File: src/dshp_pkg.sv
// constants, field positions and bus states of the dual serial host bus port
// assumes the host keeps select and interrupt acknowledge apart
// ----------------------------------------------------------------------------
// ----------------------------------------------------------------------------
package dshp_pkg;
  localparam logic [3:0] IDX_CMD = 4'h0;
  localparam logic [3:0] IDX_MODE = 4'h1;
  localparam logic [3:0] IDX_INTCTL = 4'h2;
  localparam logic [3:0] IDX_XMTCTL = 4'h6;
  localparam logic [3:0] IDX_STAT0 = 4'h7;
  localparam logic [3:0] IDX_STAT1 = 4'h8;
  localparam logic [3:0] IDX_DATA = 4'h9;
  localparam logic [3:0] IDX_TC = 4'ha;
  localparam logic [3:0] IDX_BRG = 4'hb;
  localparam logic [3:0] IDX_VEC = 4'hc;
  localparam int CHAN_SEL_BIT = 4;
  localparam int NUM_CTL = 12;
  localparam logic [7:0] CMD_CHAN_RESET = 8'h18;
  localparam logic [7:0] RW_RESET = 8'h00;
  localparam logic [7:0] VEC_RESET = 8'h0f;
  localparam logic [7:0] UNMAPPED_READ = 8'hff;
  // interrupt control fields
  localparam int ICTL_SAV = 0;
  localparam int ICTL_RX_INT_EN = 1;
  localparam int ICTL_TX_INT_EN = 2;
  localparam int ICTL_RX_DMA_EN = 3;
  localparam int ICTL_TX_DMA_EN = 4;
  localparam int ICTL_FIRST_ONLY = 5;
  localparam int MODE_SYNC_IN = 0;
  localparam int XMT_TX_EN = 0;
  localparam int BRG_TXC_OUT = 0;
  localparam int BRG_RXC_OUT = 1;
  localparam int ST1_ERR_LSB = 4;
  localparam int VEC_CODE_W = 3;
  localparam int NUM_CHAN = 2;
  localparam int SRC_PER_CHAN = 3;
  localparam int NUM_SRC = 6;
  localparam int SRC_SPECIAL = 0;
  localparam int SRC_RX = 1;
  localparam int SRC_TX = 2;
  localparam int DMA_PULSE_CYC = 3;
  localparam int RX_FIFO_DEPTH = 3;
  localparam int RX_ERR_W = 4;
  localparam int RX_ENTRY_W = 12;

  typedef enum logic [2:0] {
    BUS_IDLE,
    BUS_CHAIN,
    BUS_DRIVE,
    BUS_ACK,
    BUS_DEASSERT
  } dshp_bus_state_t;

  function automatic logic dshp_is_rw(input logic [3:0] idx);
    return (idx <= IDX_XMTCTL) || (idx == IDX_TC) || (idx == IDX_BRG);
  endfunction
endpackage

File: src/dshp_dma_pulse.sv
// one dma request pulse generator
// assumes trigger is a one-cycle event in the core clock domain
`timescale 1ns/1ps
module dshp_dma_pulse
  import dshp_pkg::*;
(
  input wire logic core_clk_i,
  input wire logic rst_i,
  input wire logic trigger_i,
  output logic request_n_o
);
  logic [1:0] cnt_q;
  logic [1:0] cnt_d;

  // triggers during a running pulse merge into it
  always_comb begin
    cnt_d = cnt_q;
    if (cnt_q != 2'h0) begin
      cnt_d = cnt_q - 2'h1;
    end else if (trigger_i) begin
      cnt_d = 2'(DMA_PULSE_CYC);
    end
  end

  always_ff @(posedge core_clk_i) begin
    if (rst_i) begin
      cnt_q <= 2'h0;
      request_n_o <= 1'b1;
    end else begin
      cnt_q <= cnt_d;
      request_n_o <= (cnt_d == 2'h0);
    end
  end
endmodule

File: src/dshp_host_port.sv
// host bus port: register access, vectored interrupt chain, dma requests, resets
// assumes address, direction and data inputs are stable while a strobe is low
`timescale 1ns/1ps
module dshp_host_port
  import dshp_pkg::*;
(
  input wire logic core_clk_i,
  input wire logic sys_rst_i,
  input wire logic hw_rst_n_i,
  input wire logic cs_n_i,
  input wire logic rw_i,
  input wire logic [4:0] register_select_lines_i,
  input wire logic [7:0] bus_data_lines_i,
  output logic [7:0] bus_data_lines_o,
  output logic bus_data_lines_oe_o,
  output logic transfer_ack_n_o,
  output logic transfer_ack_n_oe_o,
  input wire logic int_ack_n_i,
  output logic int_request_n_o,
  output logic int_request_n_oe_o,
  input wire logic chain_enable_in_n_i,
  output logic chain_enable_out_n_o,
  output logic [1:0] tx_dma_request_n_o,
  output logic [1:0] rx_dma_request_n_o,
  input wire logic [1:0] cts_n_i,
  input wire logic [1:0] carrier_detect_in_n_i,
  input wire logic [1:0] rx_char_valid_i,
  input wire logic [15:0] rx_char_i,
  input wire logic [7:0] rx_err_i,
  input wire logic [1:0] rx_special_i,
  input wire logic [1:0] rx_break_i,
  input wire logic [1:0] rx_hunt_i,
  input wire logic [1:0] tx_underrun_i,
  input wire logic [1:0] tx_buffer_empty_i,
  input wire logic [1:0] tx_all_sent_i,
  output logic [15:0] tx_data_o,
  output logic [1:0] tx_load_o,
  output logic [1:0] tx_marking_o,
  output logic [1:0] tx_bit_clock_pin_oe_o,
  output logic [1:0] rx_bit_clock_pin_oe_o,
  output logic [1:0] sync_pin_oe_o
);
  logic rst;

  // ---------------------------------------------------------------
  // reset and strobe synchronisers
  // ---------------------------------------------------------------
  logic [1:0] cs_sync_q;
  logic [1:0] int_ack_n_sync_q;
  logic cs_prev_q;
  logic int_ack_n_prev_q;
  logic cs_fall;
  logic int_ack_n_fall;
  logic cs_high;
  logic int_ack_n_high;

  assign rst = sys_rst_i || !hw_rst_n_i;

  always_ff @(posedge core_clk_i) begin
    if (sys_rst_i) begin
      cs_sync_q <= 2'h3;
      int_ack_n_sync_q <= 2'h3;
      cs_prev_q <= 1'b1;
      int_ack_n_prev_q <= 1'b1;
    end else begin
      cs_sync_q <= {cs_sync_q[0], cs_n_i};
      int_ack_n_sync_q <= {int_ack_n_sync_q[0], int_ack_n_i};
      cs_prev_q <= cs_sync_q[1];
      int_ack_n_prev_q <= int_ack_n_sync_q[1];
    end
  end

  // one strobe edge starts at most one cycle of work
  assign cs_fall = cs_prev_q && !cs_sync_q[1];
  assign int_ack_n_fall = int_ack_n_prev_q && !int_ack_n_sync_q[1];
  assign cs_high = cs_sync_q[1];
  assign int_ack_n_high = int_ack_n_sync_q[1];

  // ---------------------------------------------------------------
  // shared state and decode
  // ---------------------------------------------------------------
  dshp_bus_state_t st_q;
  logic is_int_ack_n_q;
  logic is_read_q;
  logic [NUM_SRC-1:0] pend_q;
  logic [NUM_SRC-1:0] frozen_q;
  logic [NUM_SRC-1:0] served_q;
  logic [NUM_SRC-1:0] pend_set;
  logic [NUM_SRC-1:0] pend_chrst;
  logic [7:0] vec_q;
  logic [7:0] rd_chan [NUM_CHAN];
  logic [7:0] intctl [NUM_CHAN];
  logic [1:0] chan_rst;
  logic [3:0] idx;
  logic sel_ch;
  logic start_rd;
  logic start_wr;
  logic serve_done;
  logic [7:0] rd_data;

  assign idx = register_select_lines_i[3:0];
  assign sel_ch = register_select_lines_i[CHAN_SEL_BIT];
  // the host keeps select and acknowledge apart; select is served first
  assign start_rd = (st_q == BUS_IDLE) && cs_fall && rw_i;
  assign start_wr = (st_q == BUS_IDLE) && cs_fall && !rw_i;
  assign serve_done = (st_q == BUS_DEASSERT) && is_int_ack_n_q;

  function automatic logic [VEC_CODE_W-1:0] top_src(input logic [NUM_SRC-1:0] p);
    top_src = '0;
    for (int i = NUM_SRC - 1; i >= 0; i--) begin
      if (p[i]) begin
        top_src = VEC_CODE_W'(i);
      end
    end
  endfunction

  // status-affects-vector is taken from the first channel's control register
  function automatic logic [7:0] vec_for(input logic [NUM_SRC-1:0] p, input logic [7:0] v, input logic sav);
    return sav ? {v[7:VEC_CODE_W], top_src(p)} : v;
  endfunction

  function automatic logic [NUM_SRC-1:0] onehot_top(input logic [NUM_SRC-1:0] p);
    return NUM_SRC'(1) << top_src(p);
  endfunction

  assign rd_data = (idx == IDX_VEC) ? vec_for(pend_q, vec_q, intctl[0][ICTL_SAV]) : rd_chan[sel_ch];

  // ---------------------------------------------------------------
  // bus cycle sequencer
  // ---------------------------------------------------------------
  always_ff @(posedge core_clk_i) begin
    if (rst) begin
      st_q <= BUS_IDLE;
      is_int_ack_n_q <= 1'b0;
      is_read_q <= 1'b0;
      frozen_q <= '0;
      served_q <= '0;
      bus_data_lines_o <= 8'h00;
      bus_data_lines_oe_o <= 1'b0;
      transfer_ack_n_o <= 1'b1;
      transfer_ack_n_oe_o <= 1'b0;
    end else begin
      unique case (st_q)
        BUS_IDLE: begin
          if (cs_fall) begin
            is_int_ack_n_q <= 1'b0;
            is_read_q <= rw_i;
            if (rw_i) begin
              bus_data_lines_o <= rd_data;
              bus_data_lines_oe_o <= 1'b1;
            end
            st_q <= BUS_DRIVE;
          end else if (int_ack_n_fall) begin
            is_int_ack_n_q <= 1'b1;
            is_read_q <= 1'b0;
            frozen_q <= pend_q;
            st_q <= BUS_CHAIN;
          end
        end
        BUS_CHAIN: begin
          if (int_ack_n_high) begin
            st_q <= BUS_IDLE;
          end else if (!chain_enable_in_n_i && (frozen_q != '0)) begin
            bus_data_lines_o <= vec_for(frozen_q, vec_q, intctl[0][ICTL_SAV]);
            bus_data_lines_oe_o <= 1'b1;
            served_q <= onehot_top(frozen_q);
            st_q <= BUS_DRIVE;
          end
        end
        BUS_DRIVE: begin
          // data has stood one cycle before acknowledge falls
          transfer_ack_n_o <= 1'b0;
          transfer_ack_n_oe_o <= 1'b1;
          st_q <= BUS_ACK;
        end
        BUS_ACK: begin
          if (is_int_ack_n_q ? int_ack_n_high : cs_high) begin
            transfer_ack_n_o <= 1'b1;
            st_q <= BUS_DEASSERT;
          end
        end
        BUS_DEASSERT: begin
          transfer_ack_n_oe_o <= 1'b0;
          bus_data_lines_oe_o <= 1'b0;
          st_q <= BUS_IDLE;
        end
        default: begin
          st_q <= BUS_IDLE;
        end
      endcase
    end
  end

  // ---------------------------------------------------------------
  // interrupt pending, request and chain
  // ---------------------------------------------------------------
  always_ff @(posedge core_clk_i) begin
    if (rst) begin
      pend_q <= '0;
    end else begin
      // a new event beats a clear in the same cycle
      pend_q <= (pend_q & ~pend_chrst & ~(serve_done ? served_q : '0)) | pend_set;
    end
  end

  always_ff @(posedge core_clk_i) begin
    if (rst) begin
      int_request_n_oe_o <= 1'b0;
      int_request_n_o <= 1'b1;
    end else begin
      // released while a vector is being passed, back once the cycle ends
      int_request_n_oe_o <= (pend_q != '0) && !(is_int_ack_n_q && (st_q inside {BUS_DRIVE, BUS_ACK, BUS_DEASSERT}));
      int_request_n_o <= 1'b0;
    end
  end

  always_ff @(posedge core_clk_i) begin
    if (rst) begin
      chain_enable_out_n_o <= 1'b1;
    end else begin
      chain_enable_out_n_o <= !((st_q == BUS_CHAIN) && !int_ack_n_high && !chain_enable_in_n_i && (frozen_q == '0));
    end
  end

  // ---------------------------------------------------------------
  // shared vector register
  // ---------------------------------------------------------------
  always_ff @(posedge core_clk_i) begin
    if (rst) begin
      vec_q <= VEC_RESET;
    end else if (start_wr && (idx == IDX_VEC)) begin
      vec_q <= bus_data_lines_i;
    end
  end

  // ---------------------------------------------------------------
  // per-channel registers, status, queue and dma
  // ---------------------------------------------------------------
  for (genvar ch = 0; ch < NUM_CHAN; ch++) begin : g_chan
    logic [7:0] ctl_q [NUM_CTL];
    logic [7:0] rd_val;
    logic [7:0] stat0;
    logic [7:0] stat1;
    logic [RX_ENTRY_W-1:0] head;
    logic avail;
    logic wr_here;
    logic tx_empty_q;
    logic all_sent_q;
    logic break_q;
    logic hunt_q;
    logic underrun_q;
    logic cts_q;
    logic dcd_q;
    logic special_hit;
    logic rx_dma_trig;
    logic tx_dma_trig;
    logic [7:0] tx_data_q;
    logic tx_load_q;
    logic mark_q;
    logic txc_oe_q;
    logic rxc_oe_q;
    logic sync_oe_q;

    assign wr_here = start_wr && (sel_ch == 1'(ch));
    assign chan_rst[ch] = rst || (wr_here && (idx == IDX_CMD) && (bus_data_lines_i == CMD_CHAN_RESET));
    assign intctl[ch] = ctl_q[IDX_INTCTL];

    always_ff @(posedge core_clk_i) begin
      if (chan_rst[ch]) begin
        for (int i = 0; i < NUM_CTL; i++) begin
          ctl_q[i] <= RW_RESET;
        end
      end else if (wr_here && dshp_is_rw(idx)) begin
        ctl_q[idx] <= bus_data_lines_i;
      end
    end

    // transmit buffer survives a channel reset
    always_ff @(posedge core_clk_i) begin
      if (rst) begin
        tx_data_q <= 8'h00;
        tx_load_q <= 1'b0;
      end else begin
        tx_load_q <= wr_here && (idx == IDX_DATA);
        if (wr_here && (idx == IDX_DATA)) begin
          tx_data_q <= bus_data_lines_i;
        end
      end
    end

    always_ff @(posedge core_clk_i) begin
      if (chan_rst[ch]) begin
        tx_empty_q <= 1'b1;
        all_sent_q <= 1'b1;
        break_q <= 1'b0;
        hunt_q <= 1'b1;
        underrun_q <= 1'b1;
      end else begin
        tx_empty_q <= tx_buffer_empty_i[ch] || (tx_empty_q && !tx_load_q);
        all_sent_q <= tx_all_sent_i[ch] || (all_sent_q && !tx_load_q);
        break_q <= rx_break_i[ch];
        hunt_q <= rx_hunt_i[ch];
        underrun_q <= tx_underrun_i[ch];
      end
    end

    // modem flags show the inverted pin level, at reset and after
    always_ff @(posedge core_clk_i) begin
      cts_q <= !cts_n_i[ch];
      dcd_q <= !carrier_detect_in_n_i[ch];
    end

    assign stat0 = {break_q, underrun_q, cts_q, hunt_q, dcd_q, tx_empty_q,
                    (pend_q[ch*SRC_PER_CHAN +: SRC_PER_CHAN] != '0), avail};
    assign stat1 = {(avail ? head[RX_ENTRY_W-1 -: RX_ERR_W] : 4'h0), 3'h0, all_sent_q};

    always_comb begin
      rd_val = UNMAPPED_READ;
      if (dshp_is_rw(idx)) begin
        rd_val = ctl_q[idx];
      end else if (idx == IDX_STAT0) begin
        rd_val = stat0;
      end else if (idx == IDX_STAT1) begin
        rd_val = stat1;
      end else if (idx == IDX_DATA) begin
        rd_val = head[7:0];
      end
    end
    assign rd_chan[ch] = rd_val;

    dshp_rx_fifo u_rx_fifo (
      .core_clk_i(core_clk_i),
      .rst_i(rst),
      .flush_i(chan_rst[ch]),
      .push_i(rx_char_valid_i[ch]),
      .push_data_i({rx_err_i[ch*RX_ERR_W +: RX_ERR_W], rx_char_i[ch*8 +: 8]}),
      .pop_i(start_rd && (sel_ch == 1'(ch)) && (idx == IDX_DATA)),
      .head_o(head),
      .avail_o(avail)
    );

    // special condition under first-character mode replaces the dma request
    assign special_hit = rx_special_i[ch] && intctl[ch][ICTL_FIRST_ONLY] && intctl[ch][ICTL_RX_DMA_EN];
    assign rx_dma_trig = rx_char_valid_i[ch] && intctl[ch][ICTL_RX_DMA_EN] && !special_hit;
    assign tx_dma_trig = tx_buffer_empty_i[ch] && intctl[ch][ICTL_TX_DMA_EN];

    assign pend_set[ch*SRC_PER_CHAN + SRC_SPECIAL] = special_hit;
    assign pend_set[ch*SRC_PER_CHAN + SRC_RX] = rx_char_valid_i[ch] && intctl[ch][ICTL_RX_INT_EN];
    assign pend_set[ch*SRC_PER_CHAN + SRC_TX] = tx_buffer_empty_i[ch] && intctl[ch][ICTL_TX_INT_EN];
    assign pend_chrst[ch*SRC_PER_CHAN +: SRC_PER_CHAN] = {SRC_PER_CHAN{chan_rst[ch]}};

    dshp_dma_pulse u_tx_dma (
      .core_clk_i(core_clk_i),
      .rst_i(chan_rst[ch]),
      .trigger_i(tx_dma_trig),
      .request_n_o(tx_dma_request_n_o[ch])
    );

    dshp_dma_pulse u_rx_dma (
      .core_clk_i(core_clk_i),
      .rst_i(chan_rst[ch]),
      .trigger_i(rx_dma_trig),
      .request_n_o(rx_dma_request_n_o[ch])
    );

    always_ff @(posedge core_clk_i) begin
      if (chan_rst[ch]) begin
        mark_q <= 1'b1;
        txc_oe_q <= 1'b0;
        rxc_oe_q <= 1'b0;
        sync_oe_q <= 1'b1;
      end else begin
        mark_q <= !ctl_q[IDX_XMTCTL][XMT_TX_EN];
        txc_oe_q <= ctl_q[IDX_BRG][BRG_TXC_OUT];
        rxc_oe_q <= ctl_q[IDX_BRG][BRG_RXC_OUT];
        sync_oe_q <= !ctl_q[IDX_MODE][MODE_SYNC_IN];
      end
    end

    assign tx_data_o[ch*8 +: 8] = tx_data_q;
    assign tx_load_o[ch] = tx_load_q;
    assign tx_marking_o[ch] = mark_q;
    assign tx_bit_clock_pin_oe_o[ch] = txc_oe_q;
    assign rx_bit_clock_pin_oe_o[ch] = rxc_oe_q;
    assign sync_pin_oe_o[ch] = sync_oe_q;

  end
endmodule

File: src/dshp_rx_fifo.sv
// three-entry receive queue, data with its error bits
// assumes pushes come one per cycle from the receiver
`timescale 1ns/1ps
module dshp_rx_fifo
  import dshp_pkg::*;
(
  input wire logic core_clk_i,
  input wire logic rst_i,
  input wire logic flush_i,
  input wire logic push_i,
  input wire logic [RX_ENTRY_W-1:0] push_data_i,
  input wire logic pop_i,
  output logic [RX_ENTRY_W-1:0] head_o,
  output logic avail_o
);
  logic [RX_ENTRY_W-1:0] mem_q [RX_FIFO_DEPTH];
  logic [1:0] wr_ptr_q;
  logic [1:0] rd_ptr_q;
  logic [1:0] count_q;
  logic do_push;
  logic do_pop;

  function automatic logic [1:0] nxt(input logic [1:0] p);
    return (p == 2'(RX_FIFO_DEPTH - 1)) ? 2'h0 : p + 2'h1;
  endfunction

  // a character arriving on a full queue is dropped
  assign do_push = push_i && (count_q != 2'(RX_FIFO_DEPTH));
  assign do_pop = pop_i && (count_q != 2'h0);

  always_ff @(posedge core_clk_i) begin
    if (rst_i) begin
      for (int i = 0; i < RX_FIFO_DEPTH; i++) begin
        mem_q[i] <= '0;
      end
    end else if (do_push) begin
      mem_q[wr_ptr_q] <= push_data_i;
    end
  end

  // flush clears the count and both pointers; stored bytes stay in place
  always_ff @(posedge core_clk_i) begin
    if (flush_i) begin
      wr_ptr_q <= 2'h0;
      rd_ptr_q <= 2'h0;
      count_q <= 2'h0;
    end else begin
      if (do_push) begin
        wr_ptr_q <= nxt(wr_ptr_q);
      end
      if (do_pop) begin
        rd_ptr_q <= nxt(rd_ptr_q);
      end
      count_q <= count_q + 2'(do_push) - 2'(do_pop);
    end
  end

  assign head_o = mem_q[rd_ptr_q];
  assign avail_o = (count_q != 2'h0);
endmodule

File: config.mk
export PLATFORM = sky130hd
export DESIGN_NAME = dshp_host_port
export DESIGN_NICKNAME = d
export VERILOG_FILES = /design/src/dshp_pkg.sv /design/src/dshp_dma_pulse.sv /design/src/dshp_host_port.sv /design/src/dshp_rx_fifo.sv
export SDC_FILE = /design/constraint.sdc
export NUM_CORES = 1
export LEC_CHECK = 0
export BUFFER_PORTS_ARGS = -buffer_cell sky130_fd_sc_hd__buf_2
export CORE_MARGIN = 10
export CORE_UTILIZATION = 55
export DETAILED_ROUTE_END_ITERATION = 7
export PLACE_DENSITY = 0.71
export SYNTH_ARGS = -nofsm -noshare
export SYNTH_HDL_FRONTEND = slang
export SYNTH_SLANG_ARGS = --single-unit
File: constraint.sdc
create_clock -name core_clk_i -period 7.3 [get_ports core_clk_i]
set_input_delay 0.365 -clock core_clk_i [delete_from_list [all_inputs] [get_ports core_clk_i]]
set_output_delay 0.365 -clock core_clk_i [all_outputs]
set_load 0.005 [all_outputs]
Word-level counts from Yosys, hierarchy flattened
Memories as Yosys holds them, arrays and structs flattened. A register that Yosys moved wholly into a read port is not among the register bits.
Cells that the tools add are included.
Widths: inputs -> output; s select.
Storage, ports and cells
  flip-flop bits (word level): 110
  RAM bits: 264
  bits of input ports: 62
  word-level logic and storage cells: 317
  memories: 4
Operators by class
  add/sub/neg operators: 12
  $lt $le $gt $ge: 2
  equal/unequal tests: 24
  shifts and indexed selects: 1
  mux-type cells: 101
  bitwise operators: 9
  reduce and logical (&&, ||, !) cells: 111
Memory list
  g_chan[0].ctl_q: words 12, width 8, rd ports 5, clocked after Yosys merged registers in 1, wr ports 12, RTL line dshp_host_port.sv:240  | logic [7:0] ctl_q [NUM_CTL];
  g_chan[1].ctl_q: words 12, width 8, rd ports 5, clocked after Yosys merged registers in 1, wr ports 12, RTL line dshp_host_port.sv:240
  g_chan[0].u_rx_fifo.mem_q: words 3, width 12, rd ports 1, clocked after Yosys merged registers in 1, wr ports 3, RTL line dshp_rx_fifo.sv:16  | logic [RX_ENTRY_W-1:0] mem_q [RX_FIFO_DEPTH];
  g_chan[1].u_rx_fifo.mem_q: words 3, width 12, rd ports 1, clocked after Yosys merged registers in 1, wr ports 3, RTL line dshp_rx_fifo.sv:16
Operator list (count)
  $mux 8: 18
  $mux 3: 23
  $logic_and 1x1->1: 49
  $mux 2: 18
  $mux 1: 30
  $mux 12: 2
  $reduce_or 12->1: 2
  $eq 4x4->1 const B: 5
  $reduce_bool 2->1: 10
  $logic_not 1->1: 19
  $mux 4: 4
  $pmux 8 s2: 1
  $reduce_or 8->1: 2
  $ne 2x2->1 const B: 7
  $and 6x6->6: 2
  $not 6->6: 2
  $pmux 3 s4: 1
  $reduce_bool 3->1: 4
  $reduce_bool 6->1: 2
  $reduce_and 5->1: 2
  $logic_or 1x1->1: 9
  $reduce_and 3->1: 3
  $add 2x1->2 const B: 4
  $eq 2x2->1 const B: 4
  other kinds (23): 37

Logic depth before layout (Yosys ltp)
Gate-level depths: netlist of the first run.
  depth after elaboration: 12
  gate-level depth with buffers: 11
  gate-level depth less buffers: 8

By module
From an unflattened synthesis of the first run, not the netlist that was laid out.
Second synthesis, totals
  cell total of the unflattened synthesis: 1395
  area, all modules: 17673.2 um^2
Modules (own cells, without submodules)
  dshp_host_port: times used 1, cells an instance 1053, area each 11777.5 um^2, sequential area each 6786.5 um^2
  dshp_rx_fifo: times used 2, cells an instance 151, area each 2742.6 um^2, sequential area each 1601.5 um^2
  dshp_dma_pulse: times used 4, cells an instance 10, area each 102.6 um^2, sequential area each 60.1 um^2

Worst setup path after synthesis of the first run
Ideal clock, no wire load.
  kind: input-to-reg
  from: in hw_rst_n_i
  to: mem g_chan[1].ctl_q[0][0] (enable)
  data arrival time: 2.210 ns
  required time: 6.916 ns
  setup slack: 4.706 ns
  stages on the path: 8
  cells stage by stage: nor2b_1 > buf_2 > inv_2 > nor2_1 > inv_2 > or3_1 > buf_2 > o21ai_0
RTL lines
  from (decl): RTL line dshp_host_port.sv:9  | input wire logic hw_rst_n_i,
  to (decl): RTL line dshp_host_port.sv:240

==> flow_metrics.tcl, run 1 <==
set metrics [dict create \
    clockRootBuffer "clkbuf_16" \
    timing.critical_path.fanout_max 27 \
    setup_tns_ns 0 \
    wire_length_of_the_first_global_routing_pass_mm 73.8 \
    layout_commonest_cell "edfxtp_1" \
    finish.cell_count_without_fillers 2130 \
    number_of_global_route_vias_before_repair 12100 \
    synth-edff-count 337 \
    dpl.hpwl_mm 32.7 \
    buffer_ports.inserted 105 \
    chip_height_um 209 \
    crit_type "reg2reg" \
    initial_antenna_violation_count 0 \
    peakVddDrop_uv 241 \
    synthTopCellsByArea "edfxtp_1 (51%), dfxtp_1 (12%), mux4_2 (9.4%)" \
    final_cell_area_um2 22600 \
    fp.dieArea_um2 43900 \
    run_status "finished, final reports clean" \
    rsz0062_at_grt "no" \
    core_area_um2 35500 \
    post-route-min-period_ns 4.26 \
    fmax_ghz 0.235 \
    yosysTopAreaCellShare_pct 51.3 \
    met3_usage_pct 4.37 \
    worst_path_largest_cell_delay_ns 0.98 \
    yosys_warnings 0 \
    gp_congestion 0.880 \
    finish.net_count 1694 \
    yosys_register_bits 455 \
    grt_util_met2_pct 34.1 \
    tritoncts "done" \
    post_dp_cell_area_um2 20800 \
    hold_start "rx_char_i[6]" \
    worstSetupEndpointType "flop" \
    ios 106 \
    synthDistinctLibCells 67 \
    yosys_most_used_dff "edfxtp_1" \
    syn_area_per_cell_um2 13.8 \
    rr_startpoint "st_q[0]$_SDFFE_PP0P_" \
    grt_max_degree 60 \
    path_cells "nor4_1 -> nand2_2 -> nor3_1 -> nor2_4 -> inv_2 -> or4_1 -> nor4_4 -> nand2b_1" \
    fp.dieW_um 209 \
    whs_endpoint "g_chan[0].u_rx_fifo.mem_q[3][6]$_DFFE_PP_" \
    hold_viol_final 0 \
    worst_hold_path.num_cells 1 \
    syn_to_final_growth_pct 14.5 \
    synthArstFlopShare_pct 0 \
    drt_drc_violations_left 0 \
    cts_setup_buffers 0 \
    groute.layer.met1.usage_pct 30.7 \
    seq_area_frac_synth_pct 63.2 \
    drt_wl_total_mm 48.5 \
    vias 12200 \
    clkLatencyLatePin_ns 0.58 \
    tightestPinTransition_ns 0.987 \
    slew_viol_final 0 \
    setup_violations 0 \
    cts_htree_levels 2 \
    worstHoldPathType "in2reg" \
    maxSlewHeadroom_pct 34.2 \
    grt_most_used_layer "met2" \
    initial_core_util_pct 55.6 \
    most-common-layout-cells "edfxtp_1 (337), and2_1 (225), dfxtp_1 (118), buf_2 (103), conb_1 (97)" \
    avgViaCountPerCell 5.75 \
    placementRows 69 \
    post_route_cells_drive_above_1_share_pct 19.4 \
    routedWlPerCell_um 22.8 \
    synthesis.instances 1432 \
    max-clock-path-buffers 3 \
    cts_buffers 47 \
    grt.total_usage_pct 21.9 \
    crit_required_ns 7.53 \
    worst_setup_hold_path_clk_slew_ns 0.06 \
    placedCellCount 2010 \
    drt.antenna.violating_nets 0 \
    critical_path.reg2reg.endpoint "g_chan[0].ctl_q[4][1]$_SDFFCE_PN0P_" \
    worst-r2r-cell-count 8 \
    drt_first_pass_iters 5 \
    cts_sinks 455 \
    power_leakage_uw 0.00868 \
    cap_viol_max_count 0 \
    mappedNetlistArea_um2 19700 \
    synth_top_cell_by_area "edfxtp_1" \
    worstSetupStartpointType "flop" \
    fillCellCount 2581 \
    final_cycle_share_pct 58.3 \
    rrSetupSlack_ns 3.04 \
    drt-initial-drc-count 1255 \
    clock_skew_ns 0.0181 \
    worst-endpoint-arrival_ns 4.48 \
    cellPowerDensity_nw_per_um2 246 \
    crit_slowest_cell "or4_1" \
    hold_slack_ns 0.0236 \
    antenna_cells 0 \
    grt_remaining_overflow 0 \
]
==> critical path: cells and delay by family, from the launching register on <==
kind	cells	cell delay, ns
flops	1	0.60
buf+inv	1	0.32
simple gates	7	2.96
==> registers in the layout (all words and copies together), names as in the netlist, 3 cells and up, named ones only <==
register and count:
g_chan.tx_data_q 16, g_chan.u_rx_dma.cnt_q 4, g_chan.ctl_q 241, served_q 6, g_chan.u_rx_fifo.count_q 4, bus_data_lines_o 8
vec_q 8, g_chan.u_rx_fifo.mem_q 96, frozen_q 6, g_chan.u_rx_fifo.rd_ptr_q 4, g_chan.u_rx_fifo.wr_ptr_q 4, g_chan.u_tx_dma.cnt_q 4
pend_q 6, st_q 3
==> area by class of cell <==
| class | count | area [µm²] | area share (%) |
|---|---|---|---|
| Sequential cell | 455 | 12500 | 55.2 |
| Multi-Input combinational cell | 946 | 7020 | 31.1 |
| Clock buffer | 69 | 1330 | 5.89 |
| Timing Repair Buffer | 149 | 941 | 4.16 |
| Tap cell | 461 | 577 | 2.55 |
| Clock inverter | 19 | 131 | 0.581 |
| Inverter | 31 | 116 | 0.515 |
==> how the worst max path moves through the flow <==
| stage | to | from | slack, ns |
|---|---|---|---|
| finish | g_chan[0].ctl_q[4][1]$_SDFFCE_PN0P_ | st_q[0]$_SDFFE_PP0P_ | 3.04 |
| global route | g_chan[0].ctl_q[4][1]$_SDFFCE_PN0P_ | st_q[0]$_SDFFE_PP0P_ | 2.78 |
| CTS | g_chan[0].ctl_q[4][1]$_SDFFCE_PN0P_ | st_q[0]$_SDFFE_PP0P_ | 3.05 |
| detailed placement | g_chan[0].ctl_q[4][6]$_SDFFCE_PN0P_ | register_select_lines_i[3] | 2.69 |
| global placement | g_chan[0].ctl_q[4][3]$_SDFFCE_PN0P_ | register_select_lines_i[3] | 2.77 |
| floorplan | g_chan[1].ctl_q[0][0]$_SDFFCE_PN0P_ | hw_rst_n_i | 4.71 |
==> cells in the mapped netlist (7+ instances only) <==
library cell  instances
a211oi_1              9
a21oi_1              54
a31oi_1               9
and2_1              225
buf_2                17
buf_4                24
clkbuf_1             49
dfxtp_1             118
edfxtp_1            337
inv_1                26
mux2i_1              45
mux4_2               82
nand2_1              75
nand2b_1             33
nand3_1              31
nor2_1               76
nor2b_1               9
nor3_1               21
nor3_4               11
o2111ai_1             8
o211ai_1              8
o21ai_0              33
o21ai_1               7
or2_2                15
or3_1                 7
==> metrics by stage <==
stage	power (µW)	util, %	setup slack (ns)
2_1_floorplan	3190	-	4.71
3_3_place_gp	3320	58.7	2.77
3_5_place_dp	3330	58.7	2.69
4_1_cts	5580	63.7	3.05
5_1_grt	5730	63.7	2.78
6_report	5560	63.7	3.04
==> report_power, final <==
part / switching, µW / leakage, µW / total, µW / internal (µW)
registers: 41.1 / 0.00456 / 2930 / 2890
clock network: 970 / 0.000727 / 2270 / 1300
logic: 228 / 0.00340 / 363 / 135
==> timing repair <==
action | 4_1_cts | 5_1_grt
resized for setup | 0 | 0
hold endpoints to repair | 32 | 0
hold buffers | 32 | 0
==> logic make-up (layout without fill, tap and decap cells) <==
kind of cell | Yosys count | in the layout | synth area share [%]
AO/OA/AOI/OAI | 164 | 164 | 5.21
XOR/XNOR | 4 | 4 | 0.177
adder cells (fa/ha/maj) | 2 | 2 | 0.127
buffers and inverters | 127 | 268 | 3.09
flip-flops | 455 | 455 | 63.2
multiplexers | 133 | 133 | 12.0
other | 1 | 97 | 0.0190
AND/OR/NAND/NOR | 546 | 546 | 16.2
==> layer usage <==
metal	vias to the layer above	routed length [µm]	part of all wire, %
met5	-	0	0
met4	0	1260	2.6
met3	82	4320	8.9
met2	531	22700	47
met1	6046	20200	42
li1	5584	-	-
Power figures use the tool's default switching activity.
==> run 2, diff against run 1 <==
- clock period: 7.3 -> 4.2 ns (I/O delays scaled with it)
==> run 2 against run 1 <==
Clock skew up 0.0052 ns. Sequential power increased by 74%. First-iteration DRC count is 4.5% higher. Count of clock-buffer cells in the layout down 9. Routed wire length grew 3.9%. Cell count grew 1.4%. Global-route usage is 0.89 points higher. Hold slack gained 0.036 ns. Highest routed layer is now met5.
==> flow_metrics.tcl, run 2 (synthesized netlist as in run 1, its figures left out) <==
set metrics [dict create \
    rsz0062_at_grt "no" \
    drt.antenna.violating_nets 0 \
    clockRootBuffer "clkbuf_16" \
    ios 106 \
    worstHoldPathType "in2reg" \
    regMostFlops "g_chan.ctl_q" \
    worst_path_largest_cell_delay_ns 0.72 \
    p_total_uw 9780 \
    timing.critical_path.fanout_max 15 \
    maxSlewHeadroom_pct 39.0 \
    slew_viol_final 0 \
    cts_buffers 46 \
    worst-r2r-cell-count 5 \
    hold_slack_ns 0.0592 \
    grt_remaining_overflow 0 \
    number_of_global_route_vias_before_repair 12600 \
    post_route_cells_drive_above_1_share_pct 20.0 \
    wire_length_of_the_first_global_routing_pass_mm 76.7 \
    drt_wl_total_mm 50.4 \
    layout_commonest_cell "edfxtp_1" \
    crit_type "reg2reg" \
    fin_ws_ns 1.14 \
    gp_congestion 0.969 \
    grt.total_usage_pct 22.8 \
    power_leakage_uw 0.00883 \
    clkLatencyLatePin_ns 0.58 \
    most-common-layout-cells "edfxtp_1 (337), and2_1 (225), dfxtp_1 (118), buf_2 (103), conb_1 (97)" \
    drt_first_pass_iters 5 \
    max-clock-path-buffers 3 \
    initial_core_util_pct 55.6 \
    rrSetupSlack_ns 1.14 \
    worst-endpoint-arrival_ns 3.28 \
    cts_htree_levels 2 \
    whs_endpoint "g_chan[0].u_rx_dma.cnt_q[0]$_SDFF_PP0_" \
    tritoncts "done" \
    avgViaCountPerCell 5.79 \
    worstSetupStartpointType "flop" \
    worst_setup_hold_path_clk_slew_ns 0.06 \
    finish.net_count 1725 \
    placementRows 69 \
    run_status "finished, final reports clean" \
    drt_drc_violations_left 0 \
    vias 12500 \
    cap_viol_max_count 0 \
    rr_startpoint "st_q[0]$_SDFFE_PP0P_" \
    grt_max_degree 69 \
    post-route-min-period_ns 3.06 \
    cts_sinks 455 \
    peakVddDrop_uv 486 \
    postCtsResizedCells 0 \
    setup_violations 0 \
    final_cell_area_um2 22900 \
    critical_path.reg2reg.endpoint "g_chan[1].ctl_q[3][3]$_SDFFCE_PN0P_" \
    final_cycle_share_pct 72.8 \
    crit_required_ns 4.43 \
    largest_reg_flops 241 \
    cellPowerDensity_nw_per_um2 427 \
    initial_antenna_violation_count 1 \
    crit_slowest_cell "or3_1" \
    path_cells "nor4_1 -> nand3_1 -> or3_1 -> nor3_2 -> nand2b_1" \
    fp.dieArea_um2 43900 \
    fp.dieW_um 209 \
    post-place-ws_ns 1.19 \
    antenna_cells 0 \
    post_dp_cell_area_um2 21000 \
    chip_height_um 209 \
    biggestRegsByFlops "g_chan.ctl_q (241), g_chan.u_rx_fifo.mem_q (96), g_chan.tx_data_q (16)" \
    fmax_ghz 0.327 \
    dpl.hpwl_mm 34.5 \
    setup_tns_ns 0 \
    clock_skew_ns 0.0232 \
    hold_viol_final 0 \
    drt-initial-drc-count 1312 \
    buffer_ports.inserted 105 \
    syn_to_final_growth_pct 16.0 \
    hold_start "rx_char_valid_i[0]" \
    worst_hold_path.num_cells 3 \
    worstSetupEndpointType "flop" \
    core_area_um2 35500 \
    routedWlPerCell_um 23.3 \
    tightestPinTransition_ns 0.908 \
]
## run 2: cell types whose count changed in the layout (fill, tap and decap cells not counted), sizes merged
| cell | before | now |
|---|---|---|
| clkinvlp | 0 | 1 |
| clkbuf | 69 | 60 |
| bufinv | 1 | 4 |
| buf | 117 | 135 |
| inv | 31 | 32 |
| clkinv | 18 | 19 |
| dlygate4sd3 | 32 | 46 |
## run 2: routing by layer
metal	share of wire, %	GRT usage [%]	vias up
met3	9.2	5.64	91
met5	0.024	0	-
met4	3.2	8.01	2
met1	40	30.3	6200
li1	-	-	5631
met2	47	36.0	584
## run 2: final cells by class
cell class | count | area, µm²
fillers | 2601 | 12600
inverters | 31 | 116
flip-flops and latches | 455 | 12500
well taps | 461 | 577
multi-input cells | 946 | 7020
clock buffers | 60 | 1230
repair buffers | 181 | 1230
clock inverters | 25 | 240
## run 2: worst max path at each step
stage | from | endpoint | cells after the start
4_1_cts | st_q[0]$_SDFFE_PP0P_ | g_chan[1].ctl_q[4][3]$_SDFFCE_PN0P_ | 5
2_1_floorplan | st_q[2]$_SDFFE_PP0P_ | g_chan[1].ctl_q[0][0]$_SDFFCE_PN0P_ | 5
3_3_place_gp | st_q[0]$_SDFFE_PP0P_ | g_chan[1].ctl_q[4][7]$_SDFFCE_PN0P_ | 5
5_1_grt | st_q[0]$_SDFFE_PP0P_ | g_chan[1].ctl_q[3][3]$_SDFFCE_PN0P_ | 5
6_report | st_q[0]$_SDFFE_PP0P_ | g_chan[1].ctl_q[3][3]$_SDFFCE_PN0P_ | 5
3_5_place_dp | st_q[0]$_SDFFE_PP0P_ | g_chan[1].ctl_q[3][3]$_SDFFCE_PN0P_ | 5
## run 2: metrics by stage
step | cells | util, %
after floorplan | 1528 | -
after global placement | 2028 | 59.1
after detailed placement | 2028 | 59.1
after CTS | 2159 | 64.5
after global routing | 2159 | 64.5
final | 2159 | 64.5
## run 2: report_power, final
group	switching, µW	internal [µW]	leakage, µW	total (µW)
clock network	1700	2320	0.000729	4020
logic	411	253	0.00354	664
registers	75.0	5020	0.00456	5090
total	2190	7600	0.00883	9780
## run 2: timing repair
item | CTS | global route
setup buffers | 0 | 0
hold endpoints to repair | 122 | 0
hold buffers | 46 | 0
## run 2: worst max-delay path, delay by kind of cell (launching register included)
kind             cells  cell delay (ns)
and+or+nand+nor      5             2.27
DFF                  1             0.44
